[src/verilog/tdm_params.svh]
// How it works
// - with timer1 gating clear, timer1 counts whenever its run bit is set and its mode is not stop (mode 3), whatever the gate pin does.
// - with timer1 gating set, timer1 counts only while its gate pin is high and its run bit is set.
// - with timer0 gating clear, timer0 counts whenever its run bit is set, except in stop mode (mode 3), where it holds.
// - with timer0 gating set, timer0 counts only while its gate pin is high and its run bit is set.
// - in timer mode, timer1 advances once every 2 system clock cycles.
// - in timer mode, timer0 advances once every 2 system clock cycles.
// - in counter mode, timer1 advances on each falling edge of its event pin or of the slow clock divided by 16.
// - in counter mode, timer0 advances on each falling edge of its event pin, the slow clock divided by 16 or the divided aux input.
// - in the prescaled mode the high byte counts, fed by a 5-bit prescaler in the low byte.
// - in auto-reload mode timer1 counts in its low byte and reloads it from the high byte in the overflow cycle.
// - in auto-reload mode timer0 counts in its low byte and reloads it from the high byte on each overflow.
// - timer0 low and high bytes are read/write at 8Ah and 8Ch and reset to zero.
`ifndef TDM_PARAMS_SVH
`define TDM_PARAMS_SVH

`define TDM_ADDR_CTRL    8'h88
`define TDM_ADDR_MODE    8'h89
`define TDM_ADDR_TL0     8'h8a
`define TDM_ADDR_TL1     8'h8b
`define TDM_ADDR_TH0     8'h8c
`define TDM_ADDR_TH1     8'h8d
`define TDM_ADDR_STAT    8'h90
`define TDM_ADDR_MASK    8'h91

`define TDM_MODE_RST     8'h00
`define TDM_CTRL_RST     8'h00
`define TDM_DATA_RST     8'h00
`define TDM_STAT_RST     2'h0
`define TDM_MASK_RST     2'h0

// mode register fields
`define TDM_M_GATE1      7
`define TDM_M_SEL1       6
`define TDM_M_MODE1_HI   5
`define TDM_M_MODE1_LO   4
`define TDM_M_GATE0      3
`define TDM_M_SEL0       2
`define TDM_M_MODE0_HI   1
`define TDM_M_MODE0_LO   0

// control register fields
`define TDM_C_RUN0       0
`define TDM_C_RUN1       1
`define TDM_C_SRC0_LO    2
`define TDM_C_SRC0_HI    3
`define TDM_C_SRC1       4

// status and mask fields
`define TDM_S_OVF0       0
`define TDM_S_OVF1       1

`define TDM_SYS_DIV      2
`define TDM_SLOW_DIV     16
`define TDM_AUX_DIV      4

`endif

[src/verilog/tdm_pkg.sv]
package tdm_pkg;

  typedef enum logic [1:0] {
    TDM_MODE_PRESCALE = 2'h0,
    TDM_MODE_WIDE     = 2'h1,
    TDM_MODE_RELOAD   = 2'h2,
    TDM_MODE_STOP     = 2'h3
  } tdm_mode_t;

  typedef enum logic [1:0] {
    TDM_SRC_PIN  = 2'h0,
    TDM_SRC_SLOW = 2'h1,
    TDM_SRC_AUX  = 2'h2
  } tdm_src_t;

endpackage

[src/verilog/tdm_timers.sv]
// Design decisions made here: the address map and the strobed register port.
`timescale 1ns/10ps
`include "tdm_params.svh"
module tdm_timers
  import tdm_pkg::*;
#(
  parameter int SYS_DIV  = `TDM_SYS_DIV,
  parameter int SLOW_DIV = `TDM_SLOW_DIV,
  parameter int AUX_DIV  = `TDM_AUX_DIV
) (
  input  wire logic       clk_i,
  input  wire logic       reset_n_i,
  input  wire logic [7:0] addr_i,
  input  wire logic [7:0] wdata_i,
  input  wire logic       wr_i,
  input  wire logic       rd_i,
  output logic      [7:0] rdata_o,
  input  wire logic       gate0_input_pin_i,
  input  wire logic       gate1_input_pin_i,
  input  wire logic       event0_input_pin_i,
  input  wire logic       event1_input_pin_i,
  input  wire logic       slow_clock_source_i,
  input  wire logic       aux_frequency_input_i,
  output logic            timer0_overflow_o,
  output logic            timer1_overflow_flag_o,
  output logic            irq_o
);

  // returns {overflow, high, low} after one count step
  function automatic logic [16:0] tdm_count_step(
    input tdm_mode_t  mode,
    input logic [7:0] low,
    input logic [7:0] high,
    input logic       inc
  );
    logic [16:0] res;
    res = {1'b0, high, low};
    if (inc) begin
      case (mode)
        TDM_MODE_PRESCALE: begin
          if (low[4:0] == 5'h1f) begin
            res[4:0]  = 5'h00;
            res[16:8] = {1'b0, high} + 9'h001;
          end else begin
            res[4:0] = low[4:0] + 5'h01;
          end
        end
        TDM_MODE_WIDE: begin
          res = {1'b0, high, low} + 17'h00001;
        end
        TDM_MODE_RELOAD: begin
          if (low == 8'hff) begin
            res = {1'b1, high, high};
          end else begin
            res[7:0] = low + 8'h01;
          end
        end
        default: begin
          res = {1'b0, high, low};
        end
      endcase
    end
    return res;
  endfunction

  logic gate0_lvl;
  logic gate1_lvl;
  logic event0_fall;
  logic event1_fall;
  logic slow_fall;
  logic aux_fall;
  logic sys_tick;
  logic slow_tick;
  logic aux_tick;

  tdm_sync_fall u_gate0 (
    .clk_i     (clk_i),
    .reset_n_i (reset_n_i),
    .pin_i     (gate0_input_pin_i),
    .level_o   (gate0_lvl),
    .fall_o    ()
  );

  tdm_sync_fall u_gate1 (
    .clk_i     (clk_i),
    .reset_n_i (reset_n_i),
    .pin_i     (gate1_input_pin_i),
    .level_o   (gate1_lvl),
    .fall_o    ()
  );

  tdm_sync_fall u_event0 (
    .clk_i     (clk_i),
    .reset_n_i (reset_n_i),
    .pin_i     (event0_input_pin_i),
    .level_o   (),
    .fall_o    (event0_fall)
  );

  tdm_sync_fall u_event1 (
    .clk_i     (clk_i),
    .reset_n_i (reset_n_i),
    .pin_i     (event1_input_pin_i),
    .level_o   (),
    .fall_o    (event1_fall)
  );

  tdm_sync_fall u_slow (
    .clk_i     (clk_i),
    .reset_n_i (reset_n_i),
    .pin_i     (slow_clock_source_i),
    .level_o   (),
    .fall_o    (slow_fall)
  );

  tdm_sync_fall u_aux (
    .clk_i     (clk_i),
    .reset_n_i (reset_n_i),
    .pin_i     (aux_frequency_input_i),
    .level_o   (),
    .fall_o    (aux_fall)
  );

  // shared prescale for timer mode
  tdm_div #(.DIV(SYS_DIV)) u_sys_div (
    .clk_i     (clk_i),
    .reset_n_i (reset_n_i),
    .pulse_i   (1'b1),
    .tick_o    (sys_tick)
  );

  // one tick per falling edge of the divided slow clock
  tdm_div #(.DIV(SLOW_DIV)) u_slow_div (
    .clk_i     (clk_i),
    .reset_n_i (reset_n_i),
    .pulse_i   (slow_fall),
    .tick_o    (slow_tick)
  );

  tdm_div #(.DIV(AUX_DIV)) u_aux_div (
    .clk_i     (clk_i),
    .reset_n_i (reset_n_i),
    .pulse_i   (aux_fall),
    .tick_o    (aux_tick)
  );

  logic [7:0] mode_reg;
  logic [7:0] ctrl_reg;
  logic [7:0] tl0_reg;
  logic [7:0] th0_reg;
  logic [7:0] tl1_reg;
  logic [7:0] th1_reg;
  logic [1:0] stat_reg;
  logic [1:0] mask_reg;
  logic [7:0] rdata_reg;
  logic       ovf0_reg;

  logic       wr_mode;
  logic       wr_ctrl;
  logic       wr_tl0;
  logic       wr_th0;
  logic       wr_tl1;
  logic       wr_th1;
  logic       wr_stat;
  logic       wr_mask;

  assign wr_mode = wr_i && (addr_i == `TDM_ADDR_MODE);
  assign wr_ctrl = wr_i && (addr_i == `TDM_ADDR_CTRL);
  assign wr_tl0  = wr_i && (addr_i == `TDM_ADDR_TL0);
  assign wr_th0  = wr_i && (addr_i == `TDM_ADDR_TH0);
  assign wr_tl1  = wr_i && (addr_i == `TDM_ADDR_TL1);
  assign wr_th1  = wr_i && (addr_i == `TDM_ADDR_TH1);
  assign wr_stat = wr_i && (addr_i == `TDM_ADDR_STAT);
  assign wr_mask = wr_i && (addr_i == `TDM_ADDR_MASK);

  tdm_mode_t mode0;
  tdm_mode_t mode1;
  tdm_src_t  src0;
  logic      gate0_en;
  logic      gate1_en;
  logic      sel0_counter;
  logic      sel1_counter;
  logic      run0_bit;
  logic      run1_bit;
  logic      src1_slow;

  assign mode0        = tdm_mode_t'(mode_reg[`TDM_M_MODE0_HI:`TDM_M_MODE0_LO]);
  assign mode1        = tdm_mode_t'(mode_reg[`TDM_M_MODE1_HI:`TDM_M_MODE1_LO]);
  assign gate0_en     = mode_reg[`TDM_M_GATE0];
  assign gate1_en     = mode_reg[`TDM_M_GATE1];
  assign sel0_counter = mode_reg[`TDM_M_SEL0];
  assign sel1_counter = mode_reg[`TDM_M_SEL1];
  assign run0_bit     = ctrl_reg[`TDM_C_RUN0];
  assign run1_bit     = ctrl_reg[`TDM_C_RUN1];
  assign src0         = tdm_src_t'(ctrl_reg[`TDM_C_SRC0_HI:`TDM_C_SRC0_LO]);
  assign src1_slow    = ctrl_reg[`TDM_C_SRC1];

  logic run0;
  logic run1;
  logic evt0;
  logic evt1;
  logic inc0;
  logic inc1;

  assign run0 = run0_bit & (~gate0_en | gate0_lvl);
  assign run1 = run1_bit & (~gate1_en | gate1_lvl);

  always_comb begin
    case (src0)
      TDM_SRC_PIN:  evt0 = event0_fall;
      TDM_SRC_SLOW: evt0 = slow_tick;
      TDM_SRC_AUX:  evt0 = aux_tick;
      default:      evt0 = 1'b0;
    endcase
  end

  assign evt1 = src1_slow ? slow_tick : event1_fall;

  assign inc0 = run0 & (sel0_counter ? evt0 : sys_tick);
  assign inc1 = run1 & (sel1_counter ? evt1 : sys_tick);

  logic [16:0] step0;
  logic [16:0] step1;

  assign step0 = tdm_count_step(mode0, tl0_reg, th0_reg, inc0);
  assign step1 = tdm_count_step(mode1, tl1_reg, th1_reg, inc1);

  logic [7:0] tl0_next;
  logic [7:0] th0_next;
  logic [7:0] tl1_next;
  logic [7:0] th1_next;
  logic [1:0] stat_next;

  // software writes win over the count step in the same cycle
  always_comb begin
    tl0_next = wr_tl0 ? wdata_i : step0[7:0];
    th0_next = wr_th0 ? wdata_i : step0[15:8];
    tl1_next = wr_tl1 ? wdata_i : step1[7:0];
    th1_next = wr_th1 ? wdata_i : step1[15:8];
  end

  // write one to clear; a new overflow in the same cycle wins
  always_comb begin
    stat_next = stat_reg;
    if (wr_stat) begin
      stat_next = stat_reg & ~wdata_i[1:0];
    end
    stat_next[`TDM_S_OVF0] = stat_next[`TDM_S_OVF0] | step0[16];
    stat_next[`TDM_S_OVF1] = stat_next[`TDM_S_OVF1] | step1[16];
  end

  always_ff @(posedge clk_i) begin
    if (!reset_n_i) begin
      mode_reg <= `TDM_MODE_RST;
      ctrl_reg <= `TDM_CTRL_RST;
    end else begin
      if (wr_mode) begin
        mode_reg <= wdata_i;
      end
      if (wr_ctrl) begin
        ctrl_reg <= wdata_i;
      end
    end
  end

  always_ff @(posedge clk_i) begin
    if (!reset_n_i) begin
      tl0_reg <= `TDM_DATA_RST;
      th0_reg <= `TDM_DATA_RST;
    end else begin
      tl0_reg <= tl0_next;
      th0_reg <= th0_next;
    end
  end

  always_ff @(posedge clk_i) begin
    if (!reset_n_i) begin
      tl1_reg <= `TDM_DATA_RST;
      th1_reg <= `TDM_DATA_RST;
    end else begin
      tl1_reg <= tl1_next;
      th1_reg <= th1_next;
    end
  end

  always_ff @(posedge clk_i) begin
    if (!reset_n_i) begin
      stat_reg <= `TDM_STAT_RST;
      mask_reg <= `TDM_MASK_RST;
      ovf0_reg <= 1'b0;
    end else begin
      stat_reg <= stat_next;
      ovf0_reg <= step0[16];
      if (wr_mask) begin
        mask_reg <= wdata_i[1:0];
      end
    end
  end

  // read data stands for the one cycle after the strobe
  always_ff @(posedge clk_i) begin
    if (!reset_n_i) begin
      rdata_reg <= 8'h00;
    end else if (rd_i) begin
      case (addr_i)
        `TDM_ADDR_CTRL: rdata_reg <= ctrl_reg;
        `TDM_ADDR_MODE: rdata_reg <= mode_reg;
        `TDM_ADDR_TL0:  rdata_reg <= tl0_reg;
        `TDM_ADDR_TH0:  rdata_reg <= th0_reg;
        `TDM_ADDR_TL1:  rdata_reg <= tl1_reg;
        `TDM_ADDR_TH1:  rdata_reg <= th1_reg;
        `TDM_ADDR_STAT: rdata_reg <= {6'h00, stat_reg};
        `TDM_ADDR_MASK: rdata_reg <= {6'h00, mask_reg};
        default:        rdata_reg <= 8'h00;
      endcase
    end else begin
      rdata_reg <= 8'h00;
    end
  end

  assign rdata_o                = rdata_reg;
  assign timer0_overflow_o      = ovf0_reg;
  assign timer1_overflow_flag_o = stat_reg[`TDM_S_OVF1];
  assign irq_o                  = |(stat_reg & mask_reg);

endmodule

[src/verilog/tdm_sync_fall.sv]
`timescale 1ns/10ps
module tdm_sync_fall (
  input  wire logic clk_i,
  input  wire logic reset_n_i,
  input  wire logic pin_i,
  output logic      level_o,
  output logic      fall_o
);
  logic meta_reg;
  logic sync_reg;
  logic prev_reg;

  always_ff @(posedge clk_i) begin
    if (!reset_n_i) begin
      meta_reg <= 1'b0;
      sync_reg <= 1'b0;
      prev_reg <= 1'b0;
    end else begin
      meta_reg <= pin_i;
      sync_reg <= meta_reg;
      prev_reg <= sync_reg;
    end
  end

  assign level_o = sync_reg;
  assign fall_o  = prev_reg & ~sync_reg;
endmodule

[src/verilog/tdm_div.sv]
`timescale 1ns/10ps
module tdm_div #(
  parameter int DIV = 2
) (
  input  wire logic clk_i,
  input  wire logic reset_n_i,
  input  wire logic pulse_i,
  output logic      tick_o
);
  localparam int CW = (DIV > 1) ? $clog2(DIV) : 1;

  logic [CW-1:0] cnt_reg;
  logic          last;

  assign last   = (cnt_reg == CW'(DIV - 1));
  assign tick_o = pulse_i & last;

  always_ff @(posedge clk_i) begin
    if (!reset_n_i) begin
      cnt_reg <= '0;
    end else if (pulse_i) begin
      cnt_reg <= last ? '0 : cnt_reg + CW'(1);
    end
  end
endmodule

[config.mk]
export PLATFORM = sky130hd
export DESIGN_NAME = tdm_timers
export DESIGN_NICKNAME = d
export VERILOG_FILES = /design/src/verilog/tdm_pkg.sv /design/src/verilog/tdm_timers.sv /design/src/verilog/tdm_sync_fall.sv /design/src/verilog/tdm_div.sv
export VERILOG_INCLUDE_DIRS = /design/src /design/src/verilog
export SDC_FILE = /design/constraint.sdc
export NUM_CORES = 1
export LEC_CHECK = 0
export ABC_CLOCK_PERIOD_IN_PS = 3600
export BUFFER_PORTS_ARGS = -buffer_cell sky130_fd_sc_hd__buf_2
export CORE_ASPECT_RATIO = 2
export CORE_MARGIN = 2
export CORE_UTILIZATION = 25
export DETAILED_ROUTE_END_ITERATION = 8
export PLACE_DENSITY = 0.39
export SLEW_MARGIN = 10
export SYNTH_ARGS = -nofsm -noshare
export SYNTH_HDL_FRONTEND = slang
export SYNTH_HIERARCHICAL = 1
export SYNTH_SLANG_ARGS = --single-unit
[constraint.sdc]
create_clock -name clk_i -period 3.6 [get_ports clk_i]
set_input_delay 0.72 -clock clk_i [delete_from_list [all_inputs] [get_ports clk_i]]
set_output_delay 0.72 -clock clk_i [all_outputs]
set_load 0.03 [all_outputs]
After elaboration in Yosys (flattened, before gate mapping)
Cells that the tools add are included.

word-level totals
  bits in registers = 84
  bits of input ports = 26

operators by class
  add/subtract/negate cells = 11
  equality and inequality tests = 24
  mux-type cells = 28
  bitwise gates (word level) = 24
  reduce and logical (&&, ||, !) cells = 30

operators with widths
  cell                     count
  $eq A8 B8 Y1 const B     10
  $pmux W8 S8              1
  $pmux W9 S3              2
  $mux W8                  6
  $mux W9                  4
  $add A16 B1 Y17 const B  2
  $mux W17                 2
  $pmux W5 S3              2
  $add A8 B1 Y9 const B    2
  $add A8 B1 Y8 const B    2
  $pmux W3 S2              2
  $reduce_bool A3 Y1       4
  $add A5 B1 Y5 const B    2
  $and A1 B1 Y1            10
  $eq A5 B5 Y1 const B     2
  $mux W5                  2
  $reduce_and A2 Y1        5
  $eq A2 B2 Y1 const B     4
  $logic_and A1 B1 Y1      8
  $reduce_and A4 Y1        2
  $reduce_bool A2 Y1       4
  $reduce_bool A4 Y1       2
  $not A1 Y1               7
  $eq A2 B1 Y1 const B     3
  other kinds (15)         27

Logic depth before layout (Yosys ltp)
  depth in word-level cells = 8
  mapped depth = 9
  depth with buffers taken out = 8

Modules after synthesis
Netlist, hierarchy kept.

modules (own cells, without submodules)
  module                instances  cells each  area each (um2)  sequential area each (um2)
  tdm_timers            1          568         4438.0           1221.2
  tdm_sync_fall         6          7           88.8             60.1
  tdm_div (u_slow_div)  1          19          196.4            80.1
  tdm_div (u_aux_div)   1          9           102.6            40.0
  tdm_div (u_sys_div)   1          4           42.5             20.0

Least setup slack after synthesis
Ideal clock, no wire load.

  kind = input to register
  start point = in addr_i[0]
  end point = reg th1_reg[7]
  data arrival time = 2010 ps
  required time = 3524 ps
  setup slack = 1515 ps
  stages on the path = 9
  buffers on the path = 3
  cells stage by stage = buf_6 > nor2b_1 > and4_1 > buf_2 > and2_1 > buf_2 > nor3_4 > o211ai_1 > a31oi_1

between the ends
  longest elaborated chain between the ends = 4
  elaborated cells between the ends (all ways) = 8
  those cells by class = 3 x eq/ne; 1 x mux; 4 x reduce/logical

ends and longest elaborated chain
  what                                                         line               RTL
  start: declaration                                           tdm_timers.sv:13   input wire logic [7:0] addr_i,
  $eq A8 B8 Y1 (*)                                             -
  $logic_and A1 B1 Y1 (*)                                      tdm_timers.sv:172  assign wr_th1 = wr_i && (addr_i == `TDM_ADDR_TH1);
  $ne A3 B3 Y1 (no source line), or another cell as far along  -
  $reduce_and A4 Y1 (no source line)                           -
  end signal: assignment                                       tdm_timers.sv:279  th1_reg <= `TDM_DATA_RST;
  end signal: assignment                                       tdm_timers.sv:282  th1_reg <= th1_next;
  end: declaration                                             tdm_timers.sv:152  logic [7:0] th1_reg;

Every way passes the cells marked *; elsewhere a longest branch is shown, timed or not.
A chain may end at the register's enable or synchronous reset.

Worst setup path in the final report
  start point = reg u_slow_div.cnt_reg[0]
  end point = reg tl1_reg[2]

between the ends
  longest elaborated chain between the ends = 7

ends and longest elaborated chain
  what                                 line               RTL
  start: declaration                   tdm_div.sv:12      logic [CW-1:0] cnt_reg;
  start signal: assignment             tdm_div.sv:22      cnt_reg <= last ? '0 : cnt_reg + CW'(1);
  $eq A4 B4 Y1                         tdm_div.sv:15      assign last = (cnt_reg == CW'(DIV - 1));
  $and A1 B1 Y1                        tdm_div.sv:16      assign tick_o = pulse_i & last;
  net slow_tick                        tdm_timers.sv:73   logic slow_tick;
  $mux W1                              tdm_timers.sv:217  assign evt1 = src1_slow ? slow_tick : event1_fall;
  $mux W1                              tdm_timers.sv:220  assign inc1 = run1 & (sel1_counter ? evt1 : sys_tick);
  $and A1 B1 Y1                        tdm_timers.sv:220
  $reduce_bool A2 Y1 (no source line)  -
  $reduce_and A2 Y1 (no source line)   -
  end signal: assignment               tdm_timers.sv:278  tl1_reg <= `TDM_DATA_RST;
  end signal: assignment               tdm_timers.sv:281  tl1_reg <= tl1_next;
  end: declaration                     tdm_timers.sv:151  logic [7:0] tl1_reg;

The timed path passes the listed nets, and every way through them passes these cells.

==> flow_summary_export.csv <==
group,metric,value,unit
clock_tree,cts_resized,0,
floorplan,rows,75,
logic_synthesis,syn-cell-area,0.00524,mm²
routing,vias,4989,
worst_setup_path,criticalPathCategory,"flip-flop to flip-flop",
worst_setup_path,crit_path_end_kind,"flip-flop",
worst_setup_path,critPathLaunchType,"flip-flop",
grt,grt_pass1_vias,4665,
worst_setup_path,cp.arrival,2750,ps
layout,utilization,0.284,
grt,antenna_found_initial,0,
hold_path,hold_class,"flip-flop to flip-flop",
clock_tree,cts.path.max_buffers,2,
timing,fin_ws,1070,ps
power,power.leakage,2.05,nW
timing,setup_viol,0,
logic_synthesis,netlist_instances,636,
timing,clock_skew,14.2,ps
timing,relSlewSlack,0.534,
layout,mostFrequentLayoutCells,"dfxtp_1 (84), nand2_1 (71), a21oi_1 (66), o21ai_0 (43), nand3_1 (42)",
worst_setup_path,cpPeakStageDelay,480,ps
routing,viasPerCell,5.42,
power,pwr-share-seq,0.454,
clock_tree,cts_tree,"yes",
worst_setup_path,crit_required,3820,ps
worst_setup_path,critPathMaxFanout,7,
clock_tree,cts_num_sinks,84,
floorplan,io_pins,37,
worst_setup_path,rrSetupSlack,1070,ps
worst_setup_path,reg2regPathDepth,8,
timing,rsz0062_at_grt,"false",
clock_tree,clk_pin_slew,70,ps
floorplan,dieArea,0.0222,mm²
placement,io_buffers,36,
layout,drive_gt1_frac,0.150,
timing,finalCritPeriodShare,0.703,
power,peakVddDrop,0.000175,V
timing,whs,425,ps
placement,gp_congestion,0.823,
routing,dr.pass1.iters,5,
routing,drc,0,
grt,grt_max_degree,41,
placement,place_ws,991,ps
clock_tree,numCtsBuffers,9,
hold_path,min-delay-start,"u_gate0/meta_reg",
clock_tree,h-tree-depth,3,
floorplan,coreArea,0.0207,mm²
layout,nets,689,
clock_tree,cts_setup_buffers,0,
worst_setup_path,r2r_start,"u_slow_div/cnt_reg[0]",
grt,grtUsageTotal,0.163,
clock_tree,clock_latency,350,ps
routing,wl_per_cell,19.6,µm
power,switching_share,0.239,
hold_path,min_to,"u_gate0/level_o",
timing,fmax,0.395,GHz
layout,syn_to_final_growth,12.6,%
power,internal_power,1.58,mW
power,switchingPower,0.498,mW
timing,worst_slew_pin_slew,698,ps
run_status,outcome,"completed",
power,powerDensity,353,mW/mm²
grt,overflow,0,
power,comb_power_share,0.048,
logic_synthesis,ys_warn_count,6,
logic_synthesis,syn_area_per_cell,8.24,µm²
routing,postRouteAntennaNets,0,
grt,grt_first_pass_wirelength,27800,µm
layout,final_common_cell,"dfxtp_1",
floorplan,die_w,106,µm
placement,hpwlAfterDp,13000,µm
floorplan,die_h,209,µm
timing,hold_viol,0,
clock_tree,cts_root_buffer,"clkbuf_16",
worst_setup_path,rr_endpoint,"tl1_reg[2]",
floorplan,initial_core_util,0.253,
worst_setup_path,slowest_stage,"a221oi_4",
routing,drtIter0Drc,491,
timing,setup_tns,0,ps
hold_path,whs_path_depth,1,
routing,drt_wl_total,18000,µm
power,pwr-share-clk,0.498,
clock_tree,cts.hold.buffers_added,0,
timing,period_needed,2530,ps
layout,diodes,0,
job,cap_viol_max_count,0,
timing,drv_slew,0,
worst_setup_path,path_cells,"ha_1 -> and4_2 -> mux2i_1 -> a221oi_4 -> o31ai_1 -> a311oi_1 -> a2bb2oi_1 -> nor2_1",
[per-stage QoR]
step	power [mW]	area [µm²]	std cells
2_1_floorplan	1.01	5240	637
3_3_place_gp	1.07	5570	905
3_5_place_dp	1.07	5570	905
4_1_cts	2.10	5900	921
5_1_grt	2.15	5900	921
6_report	2.08	5900	921
[cell type report]
cell class	instances	area [µm²]
inverters	15	56.3
repair buffers	39	203
multi-input cells	498	3290
fillers	2215	14800
flip-flops and latches	84	1680
clock buffers	9	225
well taps	269	337
clock inverters	7	101
[power groups by stage]
stage | clock (mW) | combinational (mW) | sequential (mW)
2_1_floorplan | 0 | 0.0487 | 0.963
3_3_place_gp | 0 | 0.102 | 0.965
3_5_place_dp | 0 | 0.101 | 0.965
4_1_cts | 1.06 | 0.101 | 0.944
5_1_grt | 1.10 | 0.109 | 0.944
6_report | 1.04 | 0.101 | 0.944
[critical path, delay by kind of cell, from the launching register on]
family / cells / cell delay, ps
and+or+nand+nor: 2 / 330
AOI/OAI and AO/OA: 4 / 1320
muxes: 1 / 110
DFF: 1 / 400
adders and majority gates: 1 / 250
[layer usage]
layer  share of wire  vias to the layer above  global-route usage
met1            0.45                     2390               0.220
met3           0.054                       27              0.0212
met2            0.48                      197               0.262
li1                -                     2375                   -
met4           0.022                        0              0.0613
met5               0                        -                   0
[how the worst max path moves through the flow]
stage,cells past startpoint,to,startpoint
2_1_floorplan,9,th1_reg[7],addr_i[0]
3_3_place_gp,7,tl1_reg[7],addr_i[4]
3_5_place_dp,7,tl1_reg[7],addr_i[4]
4_1_cts,8,tl1_reg[2],u_slow_div/cnt_reg[0]
5_1_grt,8,tl1_reg[2],u_slow_div/cnt_reg[0]
6_report,8,tl1_reg[2],u_slow_div/cnt_reg[0]
Power figures use the tool's default switching activity.
